### src/axh_pkg.sv
/*
 * Package for the axis homing sequencer: register map, reset values,
 * homing method codes, states and trigger selectors.
 * Assumes a 32-bit classic Wishbone register bus and 8-bit signed method codes.
 */
package axh_pkg;

	// ****************************************
	// Register byte offsets
	// ****************************************
	localparam logic [7:0] REG_CMD = 8'h00;
	localparam logic [7:0] REG_METHOD = 8'h04;
	localparam logic [7:0] REG_AUTO = 8'h08;
	localparam logic [7:0] REG_ACCEL = 8'h0c;
	localparam logic [7:0] REG_OFFSET = 8'h10;
	localparam logic [7:0] REG_SPEED1 = 8'h14;
	localparam logic [7:0] REG_SPEED2 = 8'h18;
	localparam logic [7:0] REG_STATE = 8'h1c;
	localparam logic [7:0] REG_PFB = 8'h20;
	localparam logic [7:0] REG_LATCH = 8'h24;
	localparam logic [7:0] REG_ADJUST = 8'h28;

	// ****************************************
	// Reset values
	// ****************************************
	localparam logic [31:0] RST_ZERO = 32'h0000_0000;
	localparam logic [31:0] RST_ACCEL = 32'h0000_0064;
	localparam logic [31:0] RST_SPEED1 = 32'h0000_1000;
	localparam logic [31:0] RST_SPEED2 = 32'h0000_0100;
	localparam logic [7:0] RST_METHOD = 8'h01;

	// ****************************************
	// Method codes
	// ****************************************
	localparam logic signed [7:0] M_STD1_LO = 8'sh01;
	localparam logic signed [7:0] M_STD1_HI = 8'sh0e;
	localparam logic signed [7:0] M_SW_LO = 8'sh11;
	localparam logic signed [7:0] M_SW_HI = 8'sh1e;
	localparam logic signed [7:0] M_IDX_NEG = 8'sh21;
	localparam logic signed [7:0] M_IDX_POS = 8'sh22;
	localparam logic signed [7:0] M_HERE = 8'sh23;
	localparam logic signed [7:0] M_EDGE_A = 8'sh18;
	localparam logic signed [7:0] M_EDGE_B = 8'sh1c;
	localparam logic signed [7:0] M_REV_A = -8'sh18;
	localparam logic signed [7:0] M_REV_B = -8'sh1c;
	localparam int RES_N = 13;
	localparam int ENC_N = 10;
	localparam logic signed [7:0] RES_IDX [RES_N] = '{-8'sh08, -8'sh0c, -8'sh21, -8'sh22, -8'sh28,
		-8'sh2c, -8'sh41, -8'sh42, -8'sh61, -8'sh62, 8'sh21, 8'sh22, 8'sh01};
	localparam logic signed [7:0] ENC_IDX [ENC_N] = '{8'sh21, -8'sh09, -8'sh0a, -8'sh0d, -8'sh0e,
		-8'sh22, -8'sh41, -8'sh42, -8'sh61, -8'sh62};

	// ****************************************
	// Types
	// ****************************************
	typedef enum logic [3:0] {HS_IDLE, HS_SEARCH, HS_REVERSE, HS_TRIGGER, HS_HALT,
		HS_DONE, HS_ABORT, HS_FAULT} axh_state_t;
	typedef enum logic [2:0] {CL_INDEX, CL_EDGE, CL_EDGE_REV, CL_SWITCH, CL_HERE,
		CL_BAD} axh_cls_t;
	typedef enum logic [1:0] {TG_IDX, TG_HOME, TG_LIMP, TG_LIMN} axh_trg_t;
	typedef enum logic [1:0] {END_DONE, END_ABORT, END_FAULT} axh_end_t;

endpackage

### src/axh_ramp_if.sv
/*
 * Carrier between the sequencer and its velocity ramp.
 * Assumes both ends share one clock.
 */
`timescale 1ns/1ps
interface axh_ramp_if;
	logic signed [31:0] target;
	logic [31:0] step;
	logic signed [31:0] cur;
	logic settled;
	modport ctrl (output target, output step, input cur, input settled);
	modport ramp (input target, input step, output cur, output settled);
endinterface

### src/axh_ramp.sv
/*
 * Velocity ramp: moves the velocity command toward a target by at most
 * one step per clock, the same step for speeding up and slowing down.
 * Assumes step is nonzero whenever the target differs from the present value.
 */
`timescale 1ns/1ps
module axh_ramp (
	input wire logic clk_i,
	input wire logic rst_i,
	axh_ramp_if.ramp rif
);
	logic signed [31:0] cur_r;
	logic signed [32:0] diff;

	assign diff = {rif.target[31], rif.target} - {cur_r[31], cur_r};
	assign rif.cur = cur_r;
	assign rif.settled = (cur_r == rif.target);

	// ****************************************
	// Ramp
	// ****************************************
	// one rate both ways
	always_ff @(posedge clk_i) begin
		if (rst_i) begin
			cur_r <= axh_pkg::RST_ZERO;
		end else if (diff > $signed({1'b0, rif.step})) begin
			cur_r <= cur_r + $signed(rif.step);
		end else if (diff < -$signed({1'b0, rif.step})) begin
			cur_r <= cur_r - $signed(rif.step);
		end else begin
			cur_r <= rif.target;
		end
	end
endmodule

### src/axh_homing_seq.sv
/*
 * Axis homing sequencer top: Wishbone register file, switch and feedback
 * synchronisers, homing state machine and home reference latch.
 * Assumes switch and feedback inputs are asynchronous and held for several
 * clocks; the velocity command output feeds a downstream velocity loop.
 */
`timescale 1ns/1ps
module axh_homing_seq #(
	parameter int ANG_W = 16,
	parameter logic AUTO_HOME_RST = 1'b0
) (
	input wire logic clk_i,
	input wire logic rst_i,
	input wire logic wb_cyc_i,
	input wire logic wb_stb_i,
	input wire logic wb_we_i,
	input wire logic [7:0] wb_adr_i,
	input wire logic [3:0] wb_sel_i,
	input wire logic [31:0] wb_dat_i,
	output logic [31:0] wb_dat_o,
	output logic wb_ack_o,
	input wire logic limit_pos_i,
	input wire logic limit_neg_i,
	input wire logic home_switch_i,
	input wire logic hard_stop_i,
	input wire logic fb_is_resolver_i,
	input wire logic [ANG_W-1:0] motor_mechanical_angle_i,
	input wire logic [ANG_W-1:0] single_turn_position_i,
	input wire logic [31:0] position_feedback_counts_i,
	output logic [31:0] vel_cmd_o,
	output logic homing_active_o,
	output logic homed_o,
	output logic [31:0] home_adjust_o
);
	localparam int SW = 5 + 2 * ANG_W + 32;

	// ****************************************
	// Functions
	// ****************************************
	function automatic logic [31:0] merge(input logic [31:0] old, input logic [31:0] nw,
		input logic [3:0] sel);
		logic [31:0] r;
		r = old;
		for (int i = 0; i < 4; i++) begin
			if (sel[i]) begin
				r[i*8 +: 8] = nw[i*8 +: 8];
			end
		end
		return r;
	endfunction

	function automatic logic [31:0] abs32(input logic signed [31:0] v);
		return v[31] ? 32'(-v) : 32'(v);
	endfunction

	// Zero crossing in either direction, so a fast axis cannot skip it
	function automatic logic zero_cross(input logic [ANG_W-1:0] c, input logic [ANG_W-1:0] p);
		logic [1:0] cq;
		logic [1:0] pq;
		cq = c[ANG_W-1 -: 2];
		pq = p[ANG_W-1 -: 2];
		return (c == '0) || (cq == 2'h0 && pq == 2'h3) || (cq == 2'h3 && pq == 2'h0);
	endfunction

	function automatic axh_pkg::axh_cls_t cls_of(input logic signed [7:0] m, input logic res);
		axh_pkg::axh_cls_t c;
		c = axh_pkg::CL_BAD;
		if (m == axh_pkg::M_HERE) begin
			c = axh_pkg::CL_HERE;
		end else if (m == axh_pkg::M_EDGE_A || m == axh_pkg::M_EDGE_B) begin
			c = axh_pkg::CL_EDGE;
		end else if (m == axh_pkg::M_REV_A || m == axh_pkg::M_REV_B) begin
			c = axh_pkg::CL_EDGE_REV;
		end else if (m >= axh_pkg::M_SW_LO && m <= axh_pkg::M_SW_HI) begin
			c = axh_pkg::CL_SWITCH;
		end else if ((m >= axh_pkg::M_STD1_LO && m <= axh_pkg::M_STD1_HI) ||
			m == axh_pkg::M_IDX_NEG || m == axh_pkg::M_IDX_POS) begin
			c = axh_pkg::CL_INDEX;
		end else if (res) begin
			for (int i = 0; i < axh_pkg::RES_N; i++) begin
				if (m == axh_pkg::RES_IDX[i]) begin
					c = axh_pkg::CL_INDEX;
				end
			end
		end else begin
			for (int i = 0; i < axh_pkg::ENC_N; i++) begin
				if (m == axh_pkg::ENC_IDX[i]) begin
					c = axh_pkg::CL_INDEX;
				end
			end
		end
		return c;
	endfunction

	// ****************************************
	// Input synchronisers
	// ****************************************
	logic [SW-1:0] sy1_r;
	logic [SW-1:0] sy2_r;
	always_ff @(posedge clk_i) begin
		sy1_r <= {limit_pos_i, limit_neg_i, home_switch_i, hard_stop_i, fb_is_resolver_i,
			motor_mechanical_angle_i, single_turn_position_i, position_feedback_counts_i};
		sy2_r <= sy1_r;
	end

	logic lim_p;
	logic lim_n;
	logic home_s;
	logic hard_s;
	logic res_s;
	logic [ANG_W-1:0] ang_s;
	logic [ANG_W-1:0] st_s;
	logic [31:0] pfb_s;
	assign {lim_p, lim_n, home_s, hard_s, res_s, ang_s, st_s, pfb_s} = sy2_r;

	logic home_p_r;
	logic lim_p_r;
	logic lim_n_r;
	logic hard_p_r;
	logic [ANG_W-1:0] ang_p_r;
	logic [ANG_W-1:0] st_p_r;
	always_ff @(posedge clk_i) begin
		home_p_r <= home_s;
		lim_p_r <= lim_p;
		lim_n_r <= lim_n;
		hard_p_r <= hard_s;
		ang_p_r <= ang_s;
		st_p_r <= st_s;
	end

	// ****************************************
	// Register file
	// ****************************************
	logic [31:0] cmd_r;
	logic [7:0] method_r;
	logic auto_r;
	logic [31:0] acc_r;
	logic [31:0] off_r;
	logic [31:0] spd1_r;
	logic [31:0] spd2_r;
	logic [31:0] latch_r;
	logic [31:0] adj_r;
	logic ack_r;
	logic [31:0] dat_r;
	axh_pkg::axh_state_t state_r;
	axh_ramp_if rif ();

	logic req;
	logic wr;
	logic wr_cmd;
	logic [31:0] cmd_val;
	assign req = wb_cyc_i && wb_stb_i && !ack_r;
	assign wr = req && wb_we_i;
	assign wr_cmd = wr && wb_adr_i == axh_pkg::REG_CMD;
	assign cmd_val = merge(cmd_r, wb_dat_i, wb_sel_i);

	always_ff @(posedge clk_i) begin
		if (rst_i) begin
			cmd_r <= axh_pkg::RST_ZERO;
			method_r <= axh_pkg::RST_METHOD;
			auto_r <= AUTO_HOME_RST;
			acc_r <= axh_pkg::RST_ACCEL;
			off_r <= axh_pkg::RST_ZERO;
			spd1_r <= axh_pkg::RST_SPEED1;
			spd2_r <= axh_pkg::RST_SPEED2;
		end else if (wr) begin
			if (wb_adr_i == axh_pkg::REG_CMD) begin
				cmd_r <= cmd_val;
			end else if (wb_adr_i == axh_pkg::REG_METHOD && wb_sel_i[0]) begin
				method_r <= wb_dat_i[7:0];
			end else if (wb_adr_i == axh_pkg::REG_AUTO && wb_sel_i[0]) begin
				auto_r <= wb_dat_i[0];
			end else if (wb_adr_i == axh_pkg::REG_ACCEL) begin
				acc_r <= merge(acc_r, wb_dat_i, wb_sel_i);
			end else if (wb_adr_i == axh_pkg::REG_OFFSET) begin
				off_r <= merge(off_r, wb_dat_i, wb_sel_i);
			end else if (wb_adr_i == axh_pkg::REG_SPEED1) begin
				spd1_r <= merge(spd1_r, wb_dat_i, wb_sel_i);
			end else if (wb_adr_i == axh_pkg::REG_SPEED2) begin
				spd2_r <= merge(spd2_r, wb_dat_i, wb_sel_i);
			end
		end
	end

	// Answer every access in one cycle; unmapped reads give zero
	always_ff @(posedge clk_i) begin
		if (rst_i) begin
			ack_r <= 1'b0;
			dat_r <= axh_pkg::RST_ZERO;
		end else begin
			ack_r <= req;
			dat_r <= axh_pkg::RST_ZERO;
			if (req && !wb_we_i) begin
				if (wb_adr_i == axh_pkg::REG_CMD) begin
					dat_r <= cmd_r;
				end else if (wb_adr_i == axh_pkg::REG_METHOD) begin
					dat_r <= {{24{method_r[7]}}, method_r};
				end else if (wb_adr_i == axh_pkg::REG_AUTO) begin
					dat_r <= {31'h0, auto_r};
				end else if (wb_adr_i == axh_pkg::REG_ACCEL) begin
					dat_r <= acc_r;
				end else if (wb_adr_i == axh_pkg::REG_OFFSET) begin
					dat_r <= off_r;
				end else if (wb_adr_i == axh_pkg::REG_SPEED1) begin
					dat_r <= spd1_r;
				end else if (wb_adr_i == axh_pkg::REG_SPEED2) begin
					dat_r <= spd2_r;
				end else if (wb_adr_i == axh_pkg::REG_STATE) begin
					dat_r <= {28'h0, state_r};
				end else if (wb_adr_i == axh_pkg::REG_PFB) begin
					dat_r <= pfb_s;
				end else if (wb_adr_i == axh_pkg::REG_LATCH) begin
					dat_r <= latch_r;
				end else if (wb_adr_i == axh_pkg::REG_ADJUST) begin
					dat_r <= adj_r;
				end
			end
		end
	end
	assign wb_ack_o = ack_r;
	assign wb_dat_o = dat_r;

	// ****************************************
	// Events
	// ****************************************
	logic auto_done_r;
	logic dir_r;
	axh_pkg::axh_cls_t cls_r;
	axh_pkg::axh_trg_t trg_r;
	axh_pkg::axh_end_t end_r;
	logic [31:0] acc_s;
	logic [31:0] s1_s;
	logic [31:0] s2_s;

	logic idle;
	logic busy;
	logic start;
	logic stop;
	logic idx_hit;
	logic lim_hit;
	logic home_rise;
	logic trg_ev;
	logic hit;
	axh_pkg::axh_cls_t cls_new;

	assign idle = state_r == axh_pkg::HS_IDLE || state_r == axh_pkg::HS_DONE ||
		state_r == axh_pkg::HS_ABORT || state_r == axh_pkg::HS_FAULT;
	assign busy = state_r == axh_pkg::HS_SEARCH || state_r == axh_pkg::HS_REVERSE ||
		state_r == axh_pkg::HS_TRIGGER;
	// start by command or once after reset
	assign start = idle && ((wr_cmd && cmd_val != axh_pkg::RST_ZERO) || (auto_r && !auto_done_r));
	assign stop = busy && wr_cmd && cmd_val == axh_pkg::RST_ZERO;
	assign idx_hit = res_s ? zero_cross(ang_s, ang_p_r) : zero_cross(st_s, st_p_r);
	assign lim_hit = dir_r ? lim_p : lim_n;
	assign home_rise = home_s && !home_p_r;
	assign cls_new = cls_of(method_r, res_s);
	always_comb begin
		case (trg_r)
			axh_pkg::TG_IDX: trg_ev = idx_hit;
			axh_pkg::TG_HOME: trg_ev = !home_s && home_p_r;
			axh_pkg::TG_LIMP: trg_ev = !lim_p && lim_p_r;
			default: trg_ev = !lim_n && lim_n_r;
		endcase
	end
	assign hit = (state_r == axh_pkg::HS_SEARCH && !stop && ((cls_r == axh_pkg::CL_INDEX && idx_hit) ||
		(cls_r == axh_pkg::CL_EDGE && home_rise))) ||
		(state_r == axh_pkg::HS_TRIGGER && !stop && trg_ev) ||
		(start && cls_new == axh_pkg::CL_HERE);

	always_ff @(posedge clk_i) begin
		if (rst_i) begin
			auto_done_r <= 1'b0;
			acc_s <= axh_pkg::RST_ACCEL;
			s1_s <= axh_pkg::RST_ZERO;
			s2_s <= axh_pkg::RST_ZERO;
			cls_r <= axh_pkg::CL_BAD;
		end else begin
			auto_done_r <= 1'b1;
			// Speeds frozen per run so a mid-run write cannot jolt the axis
			if (start) begin
				acc_s <= acc_r;
				s1_s <= {1'b0, spd1_r[30:0]};
				s2_s <= {1'b0, spd2_r[30:0]};
				cls_r <= cls_new;
			end
		end
	end

	// ****************************************
	// Homing state machine
	// ****************************************
	always_ff @(posedge clk_i) begin
		if (rst_i) begin
			state_r <= axh_pkg::HS_IDLE;
			dir_r <= 1'b0;
			trg_r <= axh_pkg::TG_IDX;
			end_r <= axh_pkg::END_DONE;
		end else if (hit) begin
			state_r <= axh_pkg::HS_HALT;
			end_r <= axh_pkg::END_DONE;
		end else if (stop) begin
			state_r <= axh_pkg::HS_HALT;
			end_r <= axh_pkg::END_ABORT;
		end else begin
			case (state_r)
				axh_pkg::HS_SEARCH: begin
					if (cls_r == axh_pkg::CL_INDEX && (lim_hit || hard_s)) begin
						state_r <= axh_pkg::HS_REVERSE;
						trg_r <= axh_pkg::TG_IDX;
						dir_r <= !dir_r;
					end else if (cls_r == axh_pkg::CL_EDGE_REV && home_rise) begin
						state_r <= axh_pkg::HS_REVERSE;
						trg_r <= axh_pkg::TG_HOME;
						dir_r <= !dir_r;
					end else if (cls_r == axh_pkg::CL_SWITCH && (home_rise || lim_hit)) begin
						state_r <= axh_pkg::HS_REVERSE;
						trg_r <= home_rise ? axh_pkg::TG_HOME : (dir_r ? axh_pkg::TG_LIMP : axh_pkg::TG_LIMN);
						dir_r <= !dir_r;
					end else if (lim_hit || hard_s) begin
						state_r <= axh_pkg::HS_HALT;
						end_r <= axh_pkg::END_FAULT;
					end
				end
				axh_pkg::HS_REVERSE: begin
					if (rif.settled) begin
						state_r <= axh_pkg::HS_TRIGGER;
					end
				end
				axh_pkg::HS_TRIGGER: begin
					// Hard stop has no side: only a fresh contact after reversal is a fault
					if (lim_hit || (hard_s && !hard_p_r)) begin
						state_r <= axh_pkg::HS_HALT;
						end_r <= axh_pkg::END_FAULT;
					end
				end
				axh_pkg::HS_HALT: begin
					if (rif.settled) begin
						state_r <= end_r == axh_pkg::END_DONE ? axh_pkg::HS_DONE :
							(end_r == axh_pkg::END_ABORT ? axh_pkg::HS_ABORT : axh_pkg::HS_FAULT);
					end
				end
				default: begin
					if (start) begin
						state_r <= cls_new == axh_pkg::CL_BAD ? axh_pkg::HS_FAULT : axh_pkg::HS_SEARCH;
						dir_r <= !method_r[0];
					end
				end
			endcase
		end
	end

	// ****************************************
	// Home latch and outputs
	// ****************************************
	always_ff @(posedge clk_i) begin
		if (rst_i) begin
			latch_r <= axh_pkg::RST_ZERO;
			adj_r <= axh_pkg::RST_ZERO;
			homed_o <= 1'b0;
			homing_active_o <= 1'b0;
		end else begin
			// homed position = feedback + adjust
			if (hit) begin
				latch_r <= pfb_s;
				adj_r <= off_r - pfb_s;
			end
			if (start) begin
				homed_o <= 1'b0;
			end else if (state_r == axh_pkg::HS_HALT && rif.settled && end_r == axh_pkg::END_DONE) begin
				homed_o <= 1'b1;
			end
			homing_active_o <= !idle;
		end
	end
	assign home_adjust_o = adj_r;

	// ****************************************
	// Velocity target and ramp
	// ****************************************
	always_comb begin
		case (state_r)
			axh_pkg::HS_SEARCH: rif.target = dir_r ? $signed(s1_s) : -$signed(s1_s);
			axh_pkg::HS_TRIGGER: rif.target = dir_r ? $signed(s2_s) : -$signed(s2_s);
			default: rif.target = axh_pkg::RST_ZERO;
		endcase
	end
	assign rif.step = acc_s;
	assign vel_cmd_o = rif.cur;
	axh_ramp u_ramp (
		.clk_i(clk_i),
		.rst_i(rst_i),
		.rif(rif)
	);
endmodule

### config.mk
export PLATFORM = sky130hd
export DESIGN_NAME = axh_homing_seq
export DESIGN_NICKNAME = d
export VERILOG_FILES = /design/src/axh_pkg.sv /design/src/axh_ramp_if.sv /design/src/axh_ramp.sv /design/src/axh_homing_seq.sv
export SDC_FILE = /design/constraint.sdc
export NUM_CORES = 1
export LEC_CHECK = 0
export BUFFER_PORTS_ARGS = -buffer_cell sky130_fd_sc_hd__buf_2
export CELL_PAD_IN_SITES_DETAIL_PLACEMENT = 0
export CELL_PAD_IN_SITES_GLOBAL_PLACEMENT = 1
export CORE_UTILIZATION = 46
export CTS_CLUSTER_SIZE = 20
export DETAILED_ROUTE_END_ITERATION = 10
export PLACE_DENSITY_LB_ADDON = 0.2
export SLEW_MARGIN = 5
export SYNTH_ARGS = -nofsm -noshare
export SYNTH_HDL_FRONTEND = slang
export SYNTH_HIERARCHICAL = 1
export SYNTH_SLANG_ARGS = --single-unit
### constraint.sdc
create_clock -name clk_i -period 8.7 [get_ports clk_i]
set_clock_uncertainty 0.1 [all_clocks]
set_input_delay 1.305 -clock clk_i [delete_from_list [all_inputs] [get_ports clk_i]]
set_output_delay 1.305 -clock clk_i [all_outputs]
set_load 0.02 [all_outputs]
==> summary.txt, run 1 <==
Status
  – Status: finished clean

Final layout
  – Fin area: roughly 33,000 µm²
  – Multi-input logic area: 17,190 µm²
  – Fillcell total: 5,960
  – FF/Latch Area: 11,050 µm²
  – Final nets: 3,949
  – Share of cells above drive strength 1: 0.1126
  – Area grow syn2layout: 12.86%

Critical path
  – Worst-case reg-to-reg path depth: 32
  – Largest stage delay, worst path: about 0.54 ns
  – Critical path startpoint category: flip-flop
  – CP dominant cell by count: nor2_1
  – Critical setup path kind: flip-flop to flip-flop
  – FF-to-FF Start: s1_s[0]
  – Worst endpoint required time: ~9.1 ns
  – CP Max Fanout: 18
  – Crit path DAT: 8.42 ns
  – Reg-to-Reg End: u_ramp/rif.cur[22]
  – Worst setup EP type: flip-flop
  – Max stage delay cell, worst path: a211oi_1
  – Worst R2R Setup Slack: 0.71 ns

Power and ir drop
  – Clock power frac: 0.292
  – Switching pwr: 3.286 mW
  – P_int: 5.528 mW
  – Max IR drop VDD: around 180 µV
  – Flop pwr share: 0.316
  – Static Leak: 13.08 nW
  – Pwr per Cell Area: 264.5 nW/µm²
  – Logic pwr share: 0.391
  – Switch share: 0.3728

Timing
  – Relative slew slack: 0.3078
  – Setup TNS: 0 ns
  – Fin. Hold Viols: 0
  – Final Critical Period: roughly 8.0 ns
  – Final period util: 0.9187
  – Final Max Slew Viols: 0
  – Slew of the pin with the lowest slew margin: 1.035 ns
  – RSZ-0062 raised after global routing: no
  – Setup violators final: 0
  – Fmax: 125.1 MHz

Placement
  – DP HPWL: 72,670 µm
  – Port bufs: 216
  – Dpl cell area: 31,310 µm²
  – Final RePlAce weighted congestion: approximately 0.9

Job
  – Max Cap Viol: 0

Synth
  – Fraction of registers with async set/reset: 0
  – Synth cell types: 104
  – Post-Syn Nets: 3,808
  – Ys Warns: 6
  – Post-synth EDFFs: 0
  – Mapped Cells: 3,498
  – Synth Flop Type: dfxtp_1
  – Mapped cell area: 29,520 µm²
  – Seq/Total Area, Yosys: 0.3743
  – Yosys reg bits: 552
  – Synth Area per Inst: around 8.4 µm²

Floorplan
  – Core area: 63,200 µm²
  – Die area: 65,190 µm²
  – Io pins: 217
  – Chip width: 255.3 µm
  – Starting Density: 0.4671
  – Die height: 255.3 µm
  – Row count: 92

Hold path
  – Hold crit path type: flip-flop to flip-flop
  – Worst hold path depth: 0
  – Hold EP: sy2_r[29]
  – Worst Hold Launch: sy1_r[29]

Detailed routing
  – Detail-routed via count per cell: 5.933
  – Drt first pass iters: 8
  – Antenna-violating nets left: 0
  – # DRC: 0
  – Detailed Route WL: 95,710 µm
  – Via count: 26,910
  – DR WL/cell: approximately 21 µm
  – DR iter-0 viols: 2,704

Global route
  – First-pass GRT wire length: 148,600 µm
  – Gr usage total: 0.2847
  – Largest net degree at the start of global routing: 178
  – Antenna violations before repair: 5
  – Vias in the first global route: 25,660
  – Congestion Overflow GR: 0

Clocking
  – CTS max path bufs: 3
  – Clk_lat worst skew: between 0.6 and 0.7 ns
  – Post_cts resized: 0
  – Post-CTS setup buffers: 0
  – Clock-pin slew on the worst setup and hold paths: 0.06 ns
  – CTS Buf Count: 58
  – CTS tree: done
  – H-tree Lvls: 2
  – Sink Count: 552
  – Clock root cell: clkbuf_16
  – CTS hold repair buffers: 0
-- stage by stage --
step	std cells	hold slack (ns)	power, mW	worst slack, ns	util
2_1_floorplan	3498	0.2096	5.309	2.119	-
3_3_place_gp	4425	0.2103	6.187	0.9899	0.4955
3_5_place_dp	4425	0.2121	6.235	0.7981	0.4955
4_1_cts	4532	0.2227	8.823	0.7486	0.5271
5_1_grt	4535	0.2255	9.358	0.1531	0.5272
6_report	4535	0.2220	8.814	0.7076	0.5272
-- flip-flops by register name (all words and copies together) (netlist names), 2 cells and up --
signal	cells
s2_s	31
end_r	2
spd2_r	32
method_r	8
acc_r	32
latch_r	32
cls_r	3
spd1_r	32
acc_s	32
off_r	32
home_adjust_o	32
u_ramp/rif.cur	32
sy1_r	69
st_p_r	2
sy2_r	69
trg_r	2
ang_p_r	2
s1_s	31
cmd_r	32
wb_dat_o	32
state_r	3
-- power groups by stage --
stage	Sequential, mW	Clock, mW	Combinational [mW]
floorplan	2.84	0	2.47
global placement	2.84	0	3.35
detailed placement	2.84	0	3.39
CTS	2.79	2.62	3.41
global route	2.80	2.73	3.82
finish	2.79	2.58	3.45
-- worst max-delay path, delay by kind of cell (launching register included) --
family          cells  cell delay, ns
compound gates     15            3.73
xor+xnor            2            0.41
fa+ha+maj           3            0.84
buf+inv             2            0.39
flops               1            0.33
simple gates       10            2.09
-- cell usage in the layout (no fill, tap or decap), types with 40 or more instances in the layout --
| cell type | instances |
|---|---|
| buf_2 | 215 |
| a31oi_1 | 47 |
| nand2_1 | 348 |
| o21ai_0 | 124 |
| clkbuf_16 | 59 |
| ha_1 | 188 |
| mux2i_1 | 195 |
| nand3_1 | 77 |
| xnor2_1 | 109 |
| nor4_1 | 40 |
| inv_1 | 170 |
| a21o_1 | 54 |
| a21oi_1 | 342 |
| a211oi_1 | 42 |
| nor2_1 | 400 |
| xor2_1 | 42 |
| nor3_1 | 71 |
| a222oi_1 | 55 |
| dfxtp_1 | 550 |
-- Yosys cell counts (73+ instances only) --
| cell | n | area, µm² |
|---|---|---|
| clkbuf_1 | 131 | 491.7 |
| nand2_1 | 348 | 1306 |
| xnor2_1 | 109 | 954.7 |
| o21ai_0 | 124 | 620.6 |
| ha_1 | 188 | 2352 |
| a21oi_1 | 342 | 1712 |
| mux2i_1 | 195 | 1952 |
| dfxtp_1 | 552 | 11050 |
| nor3_1 | 73 | 365.4 |
| nor2_1 | 406 | 1524 |
| nand3_1 | 77 | 385.4 |
| inv_1 | 170 | 638.1 |
-- worst max path at each step --
| stage | start | end | cells after the start | slack (ns) |
|---|---|---|---|---|
| 3_5_place_dp | s1_s[0] | u_ramp/rif.cur[22] | 33 | 0.80 |
| 5_1_grt | s1_s[0] | u_ramp/rif.cur[22] | 33 | 0.15 |
| 6_report | s1_s[0] | u_ramp/rif.cur[22] | 32 | 0.71 |
| 3_3_place_gp | s1_s[0] | u_ramp/rif.cur[22] | 33 | 0.99 |
| 2_1_floorplan | s1_s[0] | u_ramp/rif.cur[5] | 34 | 2.12 |
| 4_1_cts | s1_s[0] | u_ramp/rif.cur[22] | 33 | 0.75 |
-- kinds of logic (layout without fill, tap and decap cells) --
family | count (synthesis) | in the layout | synth area share
AND/OR/NAND/NOR | 1139 | 1139 | 0.1771
AO/OA/AOI/OAI | 920 | 920 | 0.2058
flip-flops | 552 | 552 | 0.3743
buffers and inverters | 340 | 528 | 0.04527
multiplexers | 204 | 204 | 0.07032
adder cells (fa/ha/maj) | 192 | 192 | 0.08240
XOR/XNOR | 151 | 151 | 0.04480
other | 0 | 3 | 0
-- cell type report --
class	instances	area share
antenna	3	0.0002253
clock buffer	83	0.05032
clock inverter	24	0.009577
inverter	171	0.01927
multi-input combinational	2606	0.5159
sequential	552	0.3318
tap	846	0.03177
timing repair buffer	250	0.04116
-- per-layer routing --
metal,GRT usage,vias to the layer above,share of wire
met5,0,-,0.00027
met4,0.08066,4,0.027
met3,0.03641,150,0.066
met2,0.4401,1041,0.44
met1,0.4124,12790,0.47
li1,-,12920,-
No activity file was read; power rests on OpenSTA's default activity.
==> run 2, diff against run 1 <==
==> constraint.sdc (replaced) <==
create_clock -name clk_i -period 9 [get_ports clk_i]
set_clock_uncertainty 0.1 [all_clocks]
set_input_delay 1.35 -clock clk_i [delete_from_list [all_inputs] [get_ports clk_i]]
set_output_delay 1.35 -clock clk_i [all_outputs]
set_load 0.02 [all_outputs]
==> run 2 against run 1 <==
Against the previous run:
- global-route usage down 0.17 points
- first-iteration DRC count down 7.7%
- routed wire length down 0.13%
- sequential share of layout area about the same
- clock power about the same
- cell count down 0.11%
- sequential cell count unchanged
- design area about the same
- critical path type unchanged
==> summary.txt, run 2 (synthesis results as in run 1) <==
Timing
  – Worst hold margin: 0.2235 ns (+0.001523 ns)
  – Setup TNS: 0 ns (unchanged)
  – Fin. Hold Viols: 0 (unchanged)
  – Setup WS post-layout: 0.6304 ns (-0.07725 ns)
  – Final Critical Period: 8.370 ns (+0.3773 ns)
  – Final period util: 0.9300 (+0.01129)
  – Final Max Slew Viols: 0 (unchanged)
  – Fmax: 119.5 MHz (-4.5%)
  – Setup violators final: 0 (unchanged)
  – Relative slew slack: 0.2439 (-0.06391)
  – Slew of the pin with the lowest slew margin: 1.131 ns (+0.09648 ns)
  – RSZ-0062 raised after global routing: no

Clocking
  – Clock root cell: clkbuf_16
  – CTS Buf Count: 58 (unchanged)
  – CTS max path bufs: 3 (unchanged)
  – Clock-pin slew on the worst setup and hold paths: 0.06 ns (about the same)
  – H-tree Lvls: 2 (unchanged)
  – CTS tree: done
  – Sink Count: 552 (unchanged)
  – Post-CTS setup buffers: 0 (unchanged)
  – Post_cts resized: 0 (unchanged)
  – Clk_lat worst skew: 0.63 ns (about the same)
  – CTS hold repair buffers: 0 (unchanged)

Critical path
  – Critical setup path kind: flip-flop to flip-flop
  – Worst endpoint required time: 9.43 ns (+0.30 ns)
  – Critical path startpoint category: flip-flop
  – Crit path DAT: 8.80 ns (+0.38 ns)
  – Largest stage delay, worst path: 0.79 ns (+0.25 ns)
  – Worst Setup SP: s1_s[1]
  – Max stage delay cell, worst path: nor4_1
  – CP Max Fanout: 18 (unchanged)
  – FF-to-FF Start: s1_s[1]
  – Worst setup EP type: flip-flop

Floorplan
  – Starting Density: 0.4671 (unchanged)
  – Io pins: 217 (unchanged)
  – Die height: 255.3 µm (unchanged)
  – Row count: 92 (unchanged)
  – Die area: 65,190 µm² (unchanged)
  – Chip width: 255.3 µm (unchanged)
  – Core area: 63,200 µm² (unchanged)

Global route
  – Vias in the first global route: 25,580 (-0.31%)
  – Congestion Overflow GR: 0 (unchanged)
  – First-pass GRT wire length: 148,100 µm (-0.39%)
  – Gr usage total: 0.2830 (-0.001668)
  – Largest net degree at the start of global routing: 184 (+3.4%)
  – Antenna violations before repair: 6 (+1)

Hold path
  – Hold crit path type: flip-flop to flip-flop
  – Worst Hold Launch: sy1_r[62]

Final layout
  – Most frequent cells in the layout: 550 x dfxtp_1, 400 x nor2_1, 348 x nand2_1
  – Share of cells above drive strength 1: 0.1128 (+0.0001836)
  – Most common cell after layout, fill and taps aside: dfxtp_1
  – Core Util, Final: 0.5277 (about the same)
  – Area grow syn2layout: 12.96% (about the same)
  – Biggest regs: sy1_r (69), sy2_r (69)
  – Final nets: 3,942 (-0.18%)

Power and ir drop
  – Pwr per Cell Area: 258.7 nW/µm² (-2.2%)
  – Max IR drop VDD: 160.6 µV (-9.1%)
  – Switch share: 0.3725 (about the same)
  – Clock power frac: 0.298 (+0.006)
  – Total power: 8.628 mW (-2.1%)
  – Flop pwr share: 0.314 (-0.002)
  – Switching pwr: 3.213 mW (-2.2%)
  – P_int: 5.414 mW (-2.1%)
  – Static Leak: 13.10 nW (+0.11%)
  – Logic pwr share: 0.388 (-0.003)

Detailed routing
  – Via count: 26,610 (-1.1%)
  – Drt first pass iters: 7 (-1)
  – Detailed Route WL: 95,590 µm (-0.13%)
  – Antenna-violating nets left: 0 (unchanged)
  – Detail-routed via count per cell: 5.874 (-0.99%)
  – # DRC: 0 (unchanged)
  – DR iter-0 viols: 2,497 (-7.7%)
  – DR WL/cell: 21.10 µm (about the same)

Job
  – Max Cap Viol: 0 (unchanged)

Placement
  – Pre-CTS WS: 0.7824 ns (-0.01569 ns)
  – DP HPWL: 72,760 µm (+0.13%)
  – Final RePlAce weighted congestion: 0.9437 (+3.9%)
  – Port bufs: 216 (unchanged)

Status
  – Status: finished clean
## run 2: cell count changes in the layout (fill, tap and decap cells not counted), sizes merged
| cell | change |
|---|---|
| buf | -7 |
| bufinv | +3 |
| clkbuf | -6 |
| clkinv | +2 |
| diode | +1 |
| inv | +2 |
## run 2: per-layer routing
metal | vias up | wire length, µm | track usage
met5 | - | 24 | 0
li1 | 12900 | - | -
met2 | 963 | 41530 | 0.4356
met1 | 12570 | 44900 | 0.4060
met3 | 167 | 6443 | 0.04077
met4 | 4 | 2682 | 0.08718
## run 2: per-stage QoR
step / cell area [µm²] / cells
floorplan: 29520 / 3498
global placement: 31260 / 4418
detailed placement: 31260 / 4418
CTS: 33340 / 4526
global route: 33340 / 4529
finish: 33350 / 4530
## run 2: worst paths after layout
kind | endpoint | cells past startpoint | slack, ns
setup reg to reg | u_ramp/rif.cur[22] | 30 | 0.63
hold reg to reg | sy2_r[62] | 0 | 0.22
hold / removal | sy2_r[62] | 0 | 0.22
setup / recovery | u_ramp/rif.cur[22] | 30 | 0.63
## run 2: power by group through the flow
stage	logic (mW)	registers (mW)	clock network, mW
2_1_floorplan	2.39	2.74	0
3_3_place_gp	3.24	2.75	0
3_5_place_dp	3.29	2.76	0
4_1_cts	3.30	2.70	2.62
5_1_grt	3.67	2.72	2.72
6_report	3.35	2.71	2.57
## run 2: final cells by class
| type | instances | area [µm²] |
|---|---|---|
| Sequential cell | 552 | 11050 |
| Multi-Input combinational cell | 2606 | 17190 |
| Clock buffer | 77 | 1643 |
| Timing Repair Buffer | 243 | 1319 |
| Antenna cell | 4 | 10.01 |
| Inverter | 171 | 641.9 |
| Clock inverter | 31 | 432.9 |
| Tap cell | 846 | 1059 |
| Fill cell | 5945 | 29850 |
## run 2: critical path, delay by kind of cell (launching register included)
| kind | cells | cell delay [ns] |
|---|---|---|
| compound gates | 14 | 3.51 |
| simple gates | 10 | 2.78 |
| fa+ha+maj | 3 | 0.98 |
| buf+inv | 2 | 0.38 |
| flops | 1 | 0.34 |
| xor+xnor | 1 | 0.18 |
